===== src/spc_regs.svh =====
// Constants for the serial port configuration and modem idle block.
`ifndef SPC_REGS_SVH
`define SPC_REGS_SVH

// ****************************************************************
// Clock and time base
// ****************************************************************
`define SPC_CLK_PERIOD_NS 8
`define SPC_CLK_HZ (1000000000 / `SPC_CLK_PERIOD_NS)
`define SPC_SEC_NS 1000000000
`define SPC_CYC_PER_SEC (`SPC_SEC_NS / `SPC_CLK_PERIOD_NS)
`define SPC_BAUD_DIV(baud) ((`SPC_CLK_HZ + ((baud) / 2)) / (baud))

// ****************************************************************
// Line rate codes, in tenths of a kbaud
// ****************************************************************
`define SPC_RATE_4K8 11'h030
`define SPC_RATE_9K6 11'h060
`define SPC_RATE_19K2 11'h0C0
`define SPC_RATE_115K2 11'h480

// ****************************************************************
// Limits and field values
// ****************************************************************
`define SPC_ADDR_MIN 14'h0001
`define SPC_ADDR_MAX 14'h00F7
`define SPC_ADDR_BCAST 8'h00
`define SPC_TMO_MAX 14'h270F
`define SPC_PAR_NONE 2'h0
`define SPC_PAR_ODD 2'h1
`define SPC_PAR_EVEN 2'h2
`define SPC_LEN_MIN 4'h5
`define SPC_LEN_MAX 4'h8
`define SPC_STOP_TWO 2'h2
`define SPC_GAP_BITS 22'h00_0027
`define SPC_ASCII_COLON 8'h3A

// ****************************************************************
// Reset values
// ****************************************************************
`define SPC_P1_PROTO 2'h1
`define SPC_P2_PROTO 2'h3
`define SPC_P1_RATE `SPC_RATE_115K2
`define SPC_P2_RATE `SPC_RATE_19K2
`define SPC_RST_ADDR 14'h0001
`define SPC_RST_PAR 2'h0
`define SPC_RST_LEN 4'h8
`define SPC_RST_STOP 2'h1
`define SPC_RST_MODEM 1'h0
`define SPC_RST_TMO 14'h0000
`define SPC_RST_INDEX 1'h0

`endif


===== src/spc_pkg.sv =====
// Types shared by the serial port configuration block.
package spc_pkg;

  // ****************************************************************
  // Protocol codes, in selection code order
  // ****************************************************************
  typedef enum logic [1:0] {
    SPC_PROTO_OFF,
    SPC_PROTO_MAKER,
    SPC_PROTO_ASCII,
    SPC_PROTO_RTU
  } spc_proto_e;

  // ****************************************************************
  // Per-port configuration word
  // ****************************************************************
  typedef struct packed {
    logic [1:0] port_protocol_select;
    logic [13:0] station_address;
    logic [10:0] line_rate_select;
    logic [1:0] parity_select;
    logic [3:0] char_length;
    logic [1:0] stop_bit_count;
    logic modem_present;
    logic [13:0] modem_idle_timeout;
  } spc_cfg_s;

  // ****************************************************************
  // Character engine states
  // ****************************************************************
  typedef enum logic [2:0] {
    SPC_TX_IDLE,
    SPC_TX_START,
    SPC_TX_DATA,
    SPC_TX_PAR,
    SPC_TX_STOP
  } spc_tx_e;

  typedef enum logic [2:0] {
    SPC_RX_IDLE,
    SPC_RX_START,
    SPC_RX_DATA,
    SPC_RX_PAR,
    SPC_RX_STOP
  } spc_rx_e;

endpackage : spc_pkg


===== src/spc_port_ctrl.sv =====
// Two serial ports with per-port line settings, address filter and modem idle hang-up.
//
// Function
// - Protocol code: 0 off, 1 maker protocol, 2 Modbus ASCII, 3 Modbus RTU.
// - Protocol resets to 1 on port 1 and 3 on port 2.
// - Under Modbus the station address names the slave, valid 1 to 247.
// - Under the maker protocol the station address is ignored.
// - Line rate in kbaud; only 4.8, 9.6, 19.2, 115.2 supported, others flagged.
// - Line rate resets to 115.2 on port 1 and 19.2 on port 2.
// - Parity 0 none (reset), 1 odd, 2 even, on every character.
// - Character length 5 to 8 bits, reset 8.
// - One or two stop bits, reset one.
// - Modem setting 0 none (reset), 1 answer only.
// - Modem idle timeout programmable 0 to 9999 seconds.
// - Timeout acts only when the modem setting is 1.
// - Idle line until timeout commands the modem to hang up.
// - Timeout 0 disables the idle timer.
// - One global index placement bit, 0 global (reset), 1 parameter specific.
// - Settings are kept per port, global ones excepted.
// - Address filtering applies only on the multidrop port.
`timescale 1ns/1ps
`include "spc_regs.svh"

module spc_port_ctrl import spc_pkg::*; #(
  parameter int unsigned CYC_PER_SEC = `SPC_CYC_PER_SEC
) (
  input wire logic clk_sys,
  input wire logic rst,
  input wire logic [1:0] cfg_wr,
  input wire spc_cfg_s cfg_in,
  output spc_cfg_s [1:0] cfg_out,
  input wire logic index_placement_wr,
  input wire logic index_placement_in,
  output logic index_placement,
  output logic [1:0] port_active,
  output logic [1:0] rate_unsupported,
  output logic [1:0] txd,
  input wire logic [1:0] rxd,
  input wire logic [1:0] tx_valid,
  output logic [1:0] tx_ready,
  input wire logic [1:0][7:0] tx_data,
  output logic [1:0] rx_valid,
  output logic [1:0][7:0] rx_data,
  output logic [1:0] rx_error,
  output logic [1:0] rx_frame_start,
  output logic [1:0] rx_addr_ok,
  input wire logic [1:0] modem_carrier,
  output logic [1:0] modem_hang_up
);

  // Reset configuration of one port; port index 0 is the point-to-point port.
  function automatic spc_cfg_s spc_cfg_reset(input logic multidrop);
    spc_cfg_s c;
    c.port_protocol_select = multidrop ? `SPC_P2_PROTO : `SPC_P1_PROTO;
    c.station_address = `SPC_RST_ADDR;
    c.line_rate_select = multidrop ? `SPC_P2_RATE : `SPC_P1_RATE;
    c.parity_select = `SPC_RST_PAR;
    c.char_length = `SPC_RST_LEN;
    c.stop_bit_count = `SPC_RST_STOP;
    c.modem_present = `SPC_RST_MODEM;
    c.modem_idle_timeout = `SPC_RST_TMO;
    return c;
  endfunction : spc_cfg_reset

  // Value of one ASCII hex digit, 0-9 or upper case A-F; anything else reads as zero.
  function automatic logic [3:0] spc_hex(input logic [7:0] ch);
    logic [3:0] v;
    v = 4'h0;
    if (ch >= 8'h30 && ch <= 8'h39) begin
      v = ch[3:0];
    end else if (ch >= 8'h41 && ch <= 8'h46) begin
      v = ch[3:0] + 4'h9;
    end
    return v;
  endfunction : spc_hex

  // ****************************************************************
  // Global index placement setting
  // ****************************************************************
  logic index_q;
  logic index_d;

  // Single setting shared by both ports.
  always_comb begin
    index_d = index_placement_wr ? index_placement_in : index_q;
  end

  // Holds the placement bit.
  always_ff @(posedge clk_sys) begin
    if (rst) begin
      index_q <= `SPC_RST_INDEX;
    end else begin
      index_q <= index_d;
    end
  end

  assign index_placement = index_q;

  // ****************************************************************
  // Per-port configuration, character engine and modem control
  // ****************************************************************
  for (genvar i = 0; i < 2; i++) begin : g_port
    spc_cfg_s cfg_q;
    spc_cfg_s cfg_d;
    spc_proto_e proto;
    logic [15:0] div;
    logic rate_ok;
    logic on;
    logic [2:0] last_bit;
    logic par_en;
    logic par_init;
    logic two_stop;
    logic [13:0] tmo;
    logic [21:0] gap_lim;

    // Each port keeps its own copy; a write strobe replaces it whole.
    always_comb begin
      cfg_d = cfg_wr[i] ? cfg_in : cfg_q;
    end

    // Holds the port settings with the per-port reset values.
    always_ff @(posedge clk_sys) begin
      if (rst) begin
        cfg_q <= spc_cfg_reset(i == 1);
      end else begin
        cfg_q <= cfg_d;
      end
    end

    // Decodes the stored settings into engine controls.
    always_comb begin
      proto = spc_proto_e'(cfg_q.port_protocol_select);
      rate_ok = 1'b1;
      unique case (cfg_q.line_rate_select)
        `SPC_RATE_4K8: div = 16'(`SPC_BAUD_DIV(4800));
        `SPC_RATE_9K6: div = 16'(`SPC_BAUD_DIV(9600));
        `SPC_RATE_19K2: div = 16'(`SPC_BAUD_DIV(19200));
        `SPC_RATE_115K2: div = 16'(`SPC_BAUD_DIV(115200));
        default: begin
          div = 16'(`SPC_BAUD_DIV(115200));
          rate_ok = 1'b0;
        end
      endcase
      on = (proto != SPC_PROTO_OFF) && rate_ok;
      if (cfg_q.char_length >= `SPC_LEN_MIN && cfg_q.char_length <= `SPC_LEN_MAX) begin
        last_bit = 3'(cfg_q.char_length - 4'h1);
      end else begin
        last_bit = 3'h7;
      end
      par_en = (cfg_q.parity_select == `SPC_PAR_ODD) ||
               (cfg_q.parity_select == `SPC_PAR_EVEN);
      par_init = (cfg_q.parity_select == `SPC_PAR_ODD);
      two_stop = (cfg_q.stop_bit_count == `SPC_STOP_TWO);
      tmo = (cfg_q.modem_idle_timeout > `SPC_TMO_MAX) ? `SPC_TMO_MAX
                                                      : cfg_q.modem_idle_timeout;
      gap_lim = 22'({6'h00, div} * `SPC_GAP_BITS);
    end

    // ----- Transmit engine -----
    spc_tx_e tx_st_q;
    spc_tx_e tx_st_d;
    logic [15:0] tx_cnt_q;
    logic [15:0] tx_cnt_d;
    logic [2:0] tx_bit_q;
    logic [2:0] tx_bit_d;
    logic [7:0] tx_sh_q;
    logic [7:0] tx_sh_d;
    logic tx_par_q;
    logic tx_par_d;
    logic txd_q;
    logic txd_d;
    logic tx_take;

    // Frames each character bit by bit at the programmed rate.
    always_comb begin
      tx_st_d = tx_st_q;
      tx_cnt_d = tx_cnt_q - 16'h0001;
      tx_bit_d = tx_bit_q;
      tx_sh_d = tx_sh_q;
      tx_par_d = tx_par_q;
      txd_d = txd_q;
      tx_take = 1'b0;
      unique case (tx_st_q)
        SPC_TX_IDLE: begin
          txd_d = 1'b1;
          tx_cnt_d = div;
          if (tx_valid[i] && on) begin
            tx_take = 1'b1;
            tx_sh_d = tx_data[i];
            tx_par_d = par_init;
            txd_d = 1'b0;
            tx_st_d = SPC_TX_START;
          end
        end
        SPC_TX_START: begin
          if (tx_cnt_q == 16'h0001) begin
            tx_cnt_d = div;
            txd_d = tx_sh_q[0];
            tx_par_d = tx_par_q ^ tx_sh_q[0];
            tx_bit_d = 3'h0;
            tx_st_d = SPC_TX_DATA;
          end
        end
        SPC_TX_DATA: begin
          if (tx_cnt_q == 16'h0001) begin
            tx_cnt_d = div;
            if (tx_bit_q == last_bit) begin
              txd_d = par_en ? tx_par_q : 1'b1;
              tx_bit_d = 3'h0;
              tx_st_d = par_en ? SPC_TX_PAR : SPC_TX_STOP;
            end else begin
              tx_sh_d = {1'b0, tx_sh_q[7:1]};
              txd_d = tx_sh_q[1];
              tx_par_d = tx_par_q ^ tx_sh_q[1];
              tx_bit_d = tx_bit_q + 3'h1;
            end
          end
        end
        SPC_TX_PAR: begin
          if (tx_cnt_q == 16'h0001) begin
            tx_cnt_d = div;
            txd_d = 1'b1;
            tx_st_d = SPC_TX_STOP;
          end
        end
        SPC_TX_STOP: begin
          if (tx_cnt_q == 16'h0001) begin
            tx_cnt_d = div;
            if (two_stop && tx_bit_q == 3'h0) begin
              tx_bit_d = 3'h1;
            end else begin
              tx_st_d = SPC_TX_IDLE;
            end
          end
        end
      endcase
    end

    // Registers the transmit engine; the line idles high.
    always_ff @(posedge clk_sys) begin
      if (rst) begin
        tx_st_q <= SPC_TX_IDLE;
        tx_cnt_q <= 16'h0000;
        tx_bit_q <= 3'h0;
        tx_sh_q <= 8'h00;
        tx_par_q <= 1'b0;
        txd_q <= 1'b1;
      end else begin
        tx_st_q <= tx_st_d;
        tx_cnt_q <= tx_cnt_d;
        tx_bit_q <= tx_bit_d;
        tx_sh_q <= tx_sh_d;
        tx_par_q <= tx_par_d;
        txd_q <= txd_d;
      end
    end

    // ----- Receive engine -----
    spc_rx_e rx_st_q;
    spc_rx_e rx_st_d;
    logic [15:0] rx_cnt_q;
    logic [15:0] rx_cnt_d;
    logic [2:0] rx_bit_q;
    logic [2:0] rx_bit_d;
    logic [7:0] rx_sh_q;
    logic [7:0] rx_sh_d;
    logic rx_par_q;
    logic rx_par_d;
    logic rx_perr_q;
    logic rx_perr_d;
    logic rx_vld_q;
    logic rx_vld_d;
    logic [7:0] rx_dat_q;
    logic [7:0] rx_dat_d;
    logic rx_err_q;
    logic rx_err_d;

    // Samples each bit at its centre, half a bit after the start edge.
    always_comb begin
      rx_st_d = rx_st_q;
      rx_cnt_d = rx_cnt_q - 16'h0001;
      rx_bit_d = rx_bit_q;
      rx_sh_d = rx_sh_q;
      rx_par_d = rx_par_q;
      rx_perr_d = rx_perr_q;
      rx_vld_d = 1'b0;
      rx_dat_d = rx_dat_q;
      rx_err_d = rx_err_q;
      unique case (rx_st_q)
        SPC_RX_IDLE: begin
          rx_cnt_d = {1'b0, div[15:1]};
          if (on && !rxd[i]) begin
            rx_st_d = SPC_RX_START;
          end
        end
        SPC_RX_START: begin
          if (rx_cnt_q == 16'h0001) begin
            rx_cnt_d = div;
            rx_bit_d = 3'h0;
            rx_par_d = par_init;
            rx_perr_d = 1'b0;
            rx_st_d = rxd[i] ? SPC_RX_IDLE : SPC_RX_DATA;
          end
        end
        SPC_RX_DATA: begin
          if (rx_cnt_q == 16'h0001) begin
            rx_cnt_d = div;
            rx_sh_d = {rxd[i], rx_sh_q[7:1]};
            rx_par_d = rx_par_q ^ rxd[i];
            rx_bit_d = rx_bit_q + 3'h1;
            if (rx_bit_q == last_bit) begin
              rx_st_d = par_en ? SPC_RX_PAR : SPC_RX_STOP;
            end
          end
        end
        SPC_RX_PAR: begin
          if (rx_cnt_q == 16'h0001) begin
            rx_cnt_d = div;
            rx_perr_d = rx_par_q ^ rxd[i];
            rx_st_d = SPC_RX_STOP;
          end
        end
        SPC_RX_STOP: begin
          if (rx_cnt_q == 16'h0001) begin
            rx_vld_d = 1'b1;
            rx_dat_d = rx_sh_q >> (3'h7 - last_bit);
            rx_err_d = rx_perr_q || !rxd[i];
            rx_st_d = SPC_RX_IDLE;
          end
        end
      endcase
    end

    // Registers the receive engine and its character outputs.
    always_ff @(posedge clk_sys) begin
      if (rst) begin
        rx_st_q <= SPC_RX_IDLE;
        rx_cnt_q <= 16'h0000;
        rx_bit_q <= 3'h0;
        rx_sh_q <= 8'h00;
        rx_par_q <= 1'b0;
        rx_perr_q <= 1'b0;
        rx_vld_q <= 1'b0;
        rx_dat_q <= 8'h00;
        rx_err_q <= 1'b0;
      end else begin
        rx_st_q <= rx_st_d;
        rx_cnt_q <= rx_cnt_d;
        rx_bit_q <= rx_bit_d;
        rx_sh_q <= rx_sh_d;
        rx_par_q <= rx_par_d;
        rx_perr_q <= rx_perr_d;
        rx_vld_q <= rx_vld_d;
        rx_dat_q <= rx_dat_d;
        rx_err_q <= rx_err_d;
      end
    end

    // ----- Frame start and station address filter -----
    logic [21:0] gap_q;
    logic [21:0] gap_d;
    logic quiet_q;
    logic quiet_d;
    logic [1:0] apos_q;
    logic [1:0] apos_d;
    logic [3:0] ahi_q;
    logic [3:0] ahi_d;
    logic aok_q;
    logic aok_d;
    logic first_q;
    logic first_d;
    logic [7:0] abyte;
    logic amatch;

    // RTU frames start after a silent gap; ASCII frames start at a colon.
    always_comb begin
      gap_d = gap_q;
      quiet_d = quiet_q;
      apos_d = apos_q;
      ahi_d = ahi_q;
      aok_d = aok_q;
      first_d = 1'b0;
      abyte = (proto == SPC_PROTO_ASCII) ? {ahi_q, spc_hex(rx_dat_q)} : rx_dat_q;
      amatch = (abyte == `SPC_ADDR_BCAST) ||
               (cfg_q.station_address >= `SPC_ADDR_MIN &&
                cfg_q.station_address <= `SPC_ADDR_MAX &&
                abyte == cfg_q.station_address[7:0]);
      if (rx_st_q != SPC_RX_IDLE) begin
        gap_d = 22'h00_0000;
      end else if (gap_q != gap_lim) begin
        gap_d = gap_q + 22'h00_0001;
      end
      if (rx_st_q == SPC_RX_IDLE && rx_st_d == SPC_RX_START) begin
        quiet_d = (gap_q == gap_lim);
      end
      if (rx_vld_q) begin
        if (proto == SPC_PROTO_RTU && quiet_q) begin
          first_d = 1'b1;
          aok_d = amatch;
        end else if (proto == SPC_PROTO_ASCII) begin
          if (rx_dat_q == `SPC_ASCII_COLON) begin
            first_d = 1'b1;
            aok_d = 1'b0;
            apos_d = 2'h1;
          end else if (apos_q == 2'h1) begin
            ahi_d = spc_hex(rx_dat_q);
            apos_d = 2'h2;
          end else if (apos_q == 2'h2) begin
            aok_d = amatch;
            apos_d = 2'h0;
          end
        end
      end
    end

    // Registers the frame tracking state.
    always_ff @(posedge clk_sys) begin
      if (rst) begin
        gap_q <= 22'h00_0000;
        quiet_q <= 1'b0;
        apos_q <= 2'h0;
        ahi_q <= 4'h0;
        aok_q <= 1'b0;
        first_q <= 1'b0;
      end else begin
        gap_q <= gap_d;
        quiet_q <= quiet_d;
        apos_q <= apos_d;
        ahi_q <= ahi_d;
        aok_q <= aok_d;
        first_q <= first_d;
      end
    end

    // ----- Modem idle timeout and hang-up -----
    logic tmo_en;
    logic tmo_expire;
    logic hang_q;
    logic hang_d;

    // Timer runs only with an answer-only modem, a nonzero timeout and a live call.
    assign tmo_en = cfg_q.modem_present && (tmo != 14'h0000) && modem_carrier[i];

    spc_idle_timer #(
      .CYC_PER_SEC(CYC_PER_SEC)
    ) u_idle (
      .clk_sys(clk_sys),
      .rst(rst),
      .enable(tmo_en),
      .activity(tx_take || rx_vld_q),
      .timeout(tmo),
      .expire(tmo_expire)
    );

    // Hang-up holds until the carrier drops or the modem setting clears; a new expiry wins over the release.
    always_comb begin
      hang_d = hang_q;
      if (!modem_carrier[i] || !cfg_q.modem_present) begin
        hang_d = 1'b0;
      end
      if (tmo_expire) begin
        hang_d = 1'b1;
      end
    end

    // Registers the hang-up command.
    always_ff @(posedge clk_sys) begin
      if (rst) begin
        hang_q <= 1'b0;
      end else begin
        hang_q <= hang_d;
      end
    end

    // ----- Port outputs -----
    assign cfg_out[i] = cfg_q;
    assign port_active[i] = on;
    assign rate_unsupported[i] = !rate_ok;
    assign txd[i] = txd_q;
    assign tx_ready[i] = (tx_st_q == SPC_TX_IDLE) && on;
    assign rx_valid[i] = rx_vld_q;
    assign rx_data[i] = rx_dat_q;
    assign rx_error[i] = rx_err_q;
    assign rx_frame_start[i] = first_q;
    // Only the multidrop port filters on address, under every protocol code but the maker protocol.
    assign rx_addr_ok[i] = (i == 0) || (proto == SPC_PROTO_MAKER) || aok_q;
    assign modem_hang_up[i] = hang_q;
  end

endmodule : spc_port_ctrl


===== src/spc_idle_timer.sv =====
// Modem inactivity timer that counts whole seconds of silence.
`timescale 1ns/1ps
`include "spc_regs.svh"

module spc_idle_timer import spc_pkg::*; #(
  parameter int unsigned CYC_PER_SEC = `SPC_CYC_PER_SEC
) (
  input wire logic clk_sys,
  input wire logic rst,
  input wire logic enable,
  input wire logic activity,
  input wire logic [13:0] timeout,
  output logic expire
);

  logic [31:0] sub_q;
  logic [31:0] sub_d;
  logic [13:0] sec_q;
  logic [13:0] sec_d;
  logic expire_q;
  logic expire_d;

  // ****************************************************************
  // Second divider and seconds counter
  // ****************************************************************

  // Activity restarts the whole count, so a timeout is T full seconds of silence.
  always_comb begin
    sub_d = sub_q;
    sec_d = sec_q;
    expire_d = 1'b0;
    if (!enable || activity) begin
      sub_d = 32'h0000_0000;
      sec_d = 14'h0000;
    end else if (sub_q == 32'(CYC_PER_SEC - 1)) begin
      sub_d = 32'h0000_0000;
      if (sec_q + 14'h0001 == timeout) begin
        expire_d = 1'b1;
        sec_d = 14'h0000;
      end else begin
        sec_d = sec_q + 14'h0001;
      end
    end else begin
      sub_d = sub_q + 32'h0000_0001;
    end
  end

  // Registers the count and the one-cycle expiry pulse.
  always_ff @(posedge clk_sys) begin
    if (rst) begin
      sub_q <= 32'h0000_0000;
      sec_q <= 14'h0000;
      expire_q <= 1'b0;
    end else begin
      sub_q <= sub_d;
      sec_q <= sec_d;
      expire_q <= expire_d;
    end
  end

  assign expire = expire_q;

endmodule : spc_idle_timer


===== config.mk =====
export PLATFORM = sky130hd
export DESIGN_NAME = spc_port_ctrl
export DESIGN_NICKNAME = d
export VERILOG_FILES = /design/src/spc_pkg.sv /design/src/spc_port_ctrl.sv /design/src/spc_idle_timer.sv
export VERILOG_INCLUDE_DIRS = /design/src /design/src/src
export SDC_FILE = /design/constraint.sdc
export NUM_CORES = 1
export LEC_CHECK = 0
export BUFFER_PORTS_ARGS = -buffer_cell sky130_fd_sc_hd__buf_2
export CORE_ASPECT_RATIO = 0.6
export CORE_MARGIN = 3
export CORE_UTILIZATION = 60
export DETAILED_ROUTE_END_ITERATION = 10
export GPL_ROUTABILITY_DRIVEN = 0
export GPL_TIMING_DRIVEN = 0
export PLACE_DENSITY = 0.8
export SYNTH_ARGS = -nofsm -noshare
export SYNTH_HDL_FRONTEND = slang
export SYNTH_SLANG_ARGS = --single-unit

===== constraint.sdc =====
create_clock -name clk_sys -period 14.95 [get_ports clk_sys]
set_input_delay 0 -clock clk_sys [delete_from_list [all_inputs] [get_ports clk_sys]]
set_output_delay 0 -clock clk_sys [all_outputs]
set_load 0.05 [all_outputs]

==> results.toml, run 1 <==
[setup_path]
required_ps = 15370
crit_path_end_kind = "flip-flop"
criticalPathCategory = "flip-flop to flip-flop"
path_buf_inv = 4
critPathLaunchType = "flip-flop"
crit_cells = 20
path_delay_family = "simple AND/OR/NAND/NOR gates"
reg2reg_depth = 20
cpPeakStageDelay_ps = 1140
crit_slowest_cell = "nor4_1"
crit_fanout = 10
cp_cell_sequence = "nor4_1, nand2_1, or3_1, clkbuf_1, inv_1, fa_1, ha_1, fa_1, ha_1, clkbuf_1, nand4_1, or4_1, nor2_1, mux2i_1, nand4_1, or4_1, o31ai_4, buf_6, xor2_1, nor2_1"
arrival_ps = 8060

[synth]
syn_area_per_cell_um2 = 8.16
ys_ff_latch = 400
ys_warn_count = 0
synth_area_leaders = "dfxtp_1 (33%), mux2i_1 (6.7%), nor2_1 (6.0%), ha_1 (5.2%), xnor2_1 (4.5%)"
async_flop_share = 0
synth_edf_count = 0
synth_cell_types = 90
synth_most_common_cell = "dfxtp_1"
yosysSeqAreaShare = 0.335
yosysTopAreaCell = "dfxtp_1"
synth-main-ff-cell = "dfxtp_1"
synth_top_cell_area_share = 0.335
synthTopCellsByCount = "dfxtp_1 (400), nor2_1 (383), nand2_1 (235)"
synth.cell_area_um2 = 23900
netlist_instances = 2931

[timing]
slew_violations = 0
hold_violations = 0
tns_ps = 0
max_freq_mhz = 131
rsz0062_at_grt = "no"
fin_skew_ps = 17.3
holdWs_ps = 26.1
period_minus_slack_ps = 7640
setup_viol = 0
slew_headroom = 0.0924
worst_slew_pin_slew_ps = 1350
finalCritPeriodShare = 0.511

[place]
place_hpwl_um = 56500
numPortBuffers = 208
dp_cells = 3656

[floorplanning]
dieArea_um2 = 42400
core_um2 = 38500
start_util = 0.622
die_h_um = 161
ios = 213
rows = 55
die_x_um = 264

[cts]
clk_path_buf_depth = 3
cts.clk_slew.worst_paths_ps = 70
cts_tree = "yes"
cts_root_buffer = "clkbuf_16"
htreeDepth = 2
cts_setup_buffers = 0
insertion_delay_ps = 550
cts_buffers = 40
clock_sinks = 400

[detailed_routing]
first_pass_iters = 7
wirelength_um = 77200
drt_iter0_drc = 3218
via_count = 24000
avgRoutedWirePerCell_um = 20.3
drc = 0
ant_nets = 0
via_per_inst = 6.32

[power]
max-vdd-ir-drop_uv = 77.8
p_per_area_nw_per_um2 = 98.4
leakage_nw = 11.5

[final_layout]
stdcell_count = 3802
drive_above_1_share = 0.102
areaGrowthSynthToFinish_pct = 15.7
fill_cells = 2918
layout.nets = 3459

[global_route]
grt_overflow = 0
grt_first_pass_wirelength_um = 121000
grt_pass1_vias = 22700
grt_antenna_before_repair = 2
grt.total_usage = 0.349
grt_max_degree = 15

[hold_path]
hp-class = "input pin to flip-flop"
hold_path_depth = 4

[outcome]
status = "finished, final reports clean"

[run]
maxCapViolCount = 0
[repair_timing]
item	CTS	global route
hold buffers	75	0
gates resized for setup	0	0
endpoints found under the hold margin	137	0
[logic make-up (layout without fill, tap and decap cells)]
logic type / Yosys count / after routing / synth area share
compound gates: 549 / 549 / 0.146
mux: 172 / 172 / 0.0731
xor+xnor: 237 / 237 / 0.0879
flops: 400 / 400 / 0.335
buf+inv: 272 / 624 / 0.0458
fa+ha+maj: 122 / 122 / 0.0703
simple gates: 1177 / 1177 / 0.242
other cells: 2 / 8 / 0.000314
[layer usage]
layer  vias to the layer above  track usage  wire length, µm
li1                      11000            -                -
met1                     11200        0.483            32300
met2                      1499        0.511            31900
met3                       303       0.0749             8470
met4                         2        0.182             4500
met5                         -       0.0101               61
[layout make-up]
class                      instances  area, µm²  share of cell area
sequential                       400       8010               0.289
clock buffer                      54       1120              0.0406
multi-input combinational       2262      14800               0.536
antenna                            3       7.51            0.000271
buffer                           146        623              0.0225
clock inverter                    14        164             0.00592
timing repair buffer             284       1800              0.0649
inverter                         126        473              0.0171
tap                              513        642              0.0232
[layout by cell type, fill, tap and decap left out, drive strengths merged, types with 23 or more instances in the layout]
master       instances
xor2               111
nor3                91
a21oi              182
nand2              235
ha                 100
nand3               97
or4                 30
xnor2              124
nand4               38
nor2               384
a21o                25
a211oi              34
or3                 41
nand2b              30
dlygate4sd3         75
nor4                42
o21ai              118
mux2i              160
inv                125
and3                55
dfxtp              400
nor2b               33
and2                23
buf                247
clkbuf             162
[metrics by stage]
step                       util  power, W  setup slack [ps]  area [µm²]
after floorplan               -   0.00153              8560       23900
after global placement    0.666   0.00166              7300       25600
after detailed placement  0.666   0.00167              7640       25600
after CTS                 0.719   0.00270              7590       27700
after global routing      0.719   0.00281              7040       27700
final                     0.719   0.00272              7310       27700
[worst paths after layout]
check / from / endpoint / slack [ps]
setup / recovery: cfg_out[23]$_SDFFE_PP0P_ / g_port[0].gap_q[2]$_SDFFE_PP0P_ / 7310
hold reg to reg: g_port[0].u_idle.sub_q[0]$_SDFF_PP0_ / g_port[0].u_idle.sub_q[0]$_SDFF_PP0_ / 460
hold / removal: tx_valid[0] / g_port[0].u_idle.sec_q[5]$_SDFFE_PP0N_ / 30
setup reg to reg: cfg_out[23]$_SDFFE_PP0P_ / g_port[0].gap_q[2]$_SDFFE_PP0P_ / 7310
[worst min-delay path: cells and delay by family]
family	cells	cell delay, ps
AOI/OAI and AO/OA	1	60
buffers and inverters	1	100
and+or+nand+nor	2	360
[flip-flops by register name, indices dropped and copies added, names as in the netlist, 16 cells and up]
| register | cells |
|---|---|
| g_port.rx_cnt_q | 32 |
| cfg_out | 96 |
| g_port.u_idle.sub_q | 64 |
| g_port.tx_sh_q | 16 |
| g_port.tx_cnt_q | 32 |
| g_port.rx_sh_q | 16 |
| g_port.gap_q | 44 |
| g_port.rx_dat_q | 16 |
| g_port.u_idle.sec_q | 28 |
[power breakdown]
part,switching [W],leakage [nW],internal [W]
Combinational,0.000357,7.55,0.000198
Clock,0.000448,0.641,0.000580
Sequential,0.0000419,3.26,0.00110
Total,0.000847,11.5,0.00188
(Power assumes the default switching activity.)
==> inputs of run 2 (changes only) <==
Settings changed: CORE_UTILIZATION 60 to 55, PLACE_DENSITY 0.8 to 0.77.
Clock period 14.95 ns to 6.4 ns, I/O delays scaled along.
==> run 2 against run 1 <==
Effect of this change:
- sequential power rose by 130%
- fmax rose by 22%
- critical path depth rose by 2
- core utilization fell by 5.5 points
==> results.toml, run 2 (synthesis results as in run 1) <==
[outcome]
status = "finished, final reports clean"

[detailed_routing]
ant_nets = 0
dr.max_layer_used = "met4"
via_count = 23900
drt_iter0_drc = 3023
via_per_inst = 6.17
wl_met1_um = 32800
first_pass_iters = 9
wirelength_um = 76600
dr_wl_met2_um = 31900
avgRoutedWirePerCell_um = 19.8
drc = 0
dr_wl_met3_um = 8340

[setup_path]
crit_fanout = 10
arrival_ps = 6670
r2r-end = "g_port[1].gap_q[1]$_SDFFE_PP0P_"
critPathLaunchType = "flip-flop"
criticalPathCategory = "flip-flop to flip-flop"
required_ps = 6830
path_delay_family = "simple AND/OR/NAND/NOR gates"
r2r-start = "cfg_out[81]$_SDFFE_PP0P_"
cp_cell_sequence = "or4_4, or4_4, nor2_4, inv_1, fa_1, inv_1, ha_1, inv_1, fa_1, inv_1, ha_4, a221o_1, a21oi_2, o21ai_0, o32a_1, or4_4, nor4_4, buf_4, buf_6, buf_6, mux2i_1, nor2_1"
path_common_cell = "inv_1"
cpPeakStageDelay_ps = 590
path_buf_inv = 7
reg2reg_depth = 22
r2r_slack_ps = 160
crit_path_end_kind = "flip-flop"
crit_slowest_cell = "or4_4"

[place]
dp_cells = 3712
numPortBuffers = 208
place_area_um2 = 25700
place_hpwl_um = 56500

[cts]
htreeDepth = 2
clk_path_buf_depth = 3
cts_buffers = 41
cts.clk_slew.worst_paths_ps = 60
insertion_delay_ps = 560
cts_root_buffer = "clkbuf_16"
cts_tree = "yes"
clock_sinks = 400

[global_route]
grt_max_degree = 15
grt_overflow = 0
grt.total_usage = 0.320
grt_antenna_before_repair = 1
grt_pass1_vias = 22200
grt_first_pass_wirelength_um = 120000

[floorplanning]
core_um2 = 42400
start_util = 0.564
rows = 58
ios = 213
dieArea_um2 = 46100
die_x_um = 275
die_h_um = 168

[hold_path]
hold_path_depth = 4
hold_end = "g_port[0].u_idle.sec_q[5]$_SDFFE_PP0N_"
min-delay-start = "tx_valid[0]"
hp-class = "input pin to flip-flop"

[final_layout]
layout.nets = 3472
stdcell_count = 3873
mostFrequentLayoutCells = "dfxtp_1 (399), nor2_1 (381), nand2_1 (234), buf_2 (211), a21oi_1 (180)"
final_common_cell = "dfxtp_1"
largest_reg_flops = 96
fin_area_um2 = 28100
areaGrowthSynthToFinish_pct = 17.6
drive_above_1_share = 0.119

[timing]
worst_slew_pin_slew_ps = 1180
setup_viol = 0
slew_headroom = 0.206
fin_skew_ps = 15.8
holdWs_ps = 63.9
period_minus_slack_ps = 6240
hold_violations = 0
max_freq_mhz = 160
slew_violations = 0
finalCritPeriodShare = 0.975

[power]
leakage_nw = 11.6
max-vdd-ir-drop_uv = 177
p_per_area_nw_per_um2 = 231

[run]
maxCapViolCount = 0
-- run 2: cell type report --
class,instances,area [µm²]
Sequential cell,400,8010
Buffer,139,604
Timing Repair Buffer,303,1940
Clock inverter,15,144
Fill cell,3474,14300
Inverter,126,480
Antenna cell,2,5.00
Clock buffer,56,1190
Tap cell,570,713
Multi-Input combinational cell,2262,15000
-- run 2: worst reg2reg max path, delay by kind of cell, from the launching register on --
family | cells | cell delay, ps
multiplexers | 1 | 190
flip-flops | 1 | 320
buffers and inverters | 7 | 850
AND/OR/NAND/NOR | 6 | 2330
AO/OA/AOI/OAI | 4 | 840
adder cells (fa/ha/maj) | 4 | 1600
-- run 2: worst max-delay path by stage --
| stage | startpoint | end | slack (ps) | cells past startpoint |
|---|---|---|---|---|
| floorplan | cfg_out[75]$_SDFFE_PP0P_ | g_port[1].gap_q[1]$_SDFFE_PP0P_ | 6 | 24 |
| global placement | cfg_out[23]$_SDFFE_PP0P_ | g_port[0].gap_q[2]$_SDFFE_PP0P_ | -880 | 19 |
| detailed placement | cfg_out[75]$_SDFFE_PP0P_ | g_port[1].gap_q[1]$_SDFFE_PP0P_ | -830 | 24 |
| CTS | cfg_out[23]$_SDFFE_PP0P_ | g_port[0].gap_q[18]$_SDFFE_PP0P_ | 0.1 | 20 |
| global route | cfg_out[81]$_SDFFE_PP0P_ | g_port[1].gap_q[1]$_SDFFE_PP0P_ | -30 | 22 |
| finish | cfg_out[81]$_SDFFE_PP0P_ | g_port[1].gap_q[1]$_SDFFE_PP0P_ | 160 | 22 |
-- run 2: through the flow --
stage	setup slack (ps)	power, W	TNS [ps]	util
after detailed placement	-831	0.00391	-22480	0.606
after floorplan	5.99	0.00358	0	-
after global placement	-882	0.00387	-24450	0.606
final	159	0.00649	0	0.664
after CTS	0.0995	0.00640	0	0.660
after global routing	-26.6	0.00671	-42.9	0.664
-- run 2: timing repair --
item | CTS | global route
setup endpoints to repair | 36 | 36
gates cloned | 0 | 1
pin swaps | 7 | 9
buffers inserted | 11 | 8
hold buffers | 75 | 0
endpoints found under the hold margin | 135 | 0
gates resized for setup | 27 | 32
-- run 2: per-layer routing --
metal / vias to the layer above / global-route usage
li1: 11000 / -
met1: 11200 / 0.452
met2: 1351 / 0.467
met3: 266 / 0.0752
met4: 0 / 0.132
met5: - / 0
-- run 2: report_power, final --
group / internal [W] / switching (W) / leakage (nW)
registers: 0.00257 / 0.0000998 / 3.25
clock network: 0.00139 / 0.00107 / 0.659
logic: 0.000513 / 0.000859 / 7.67
total: 0.00446 / 0.00203 / 11.6
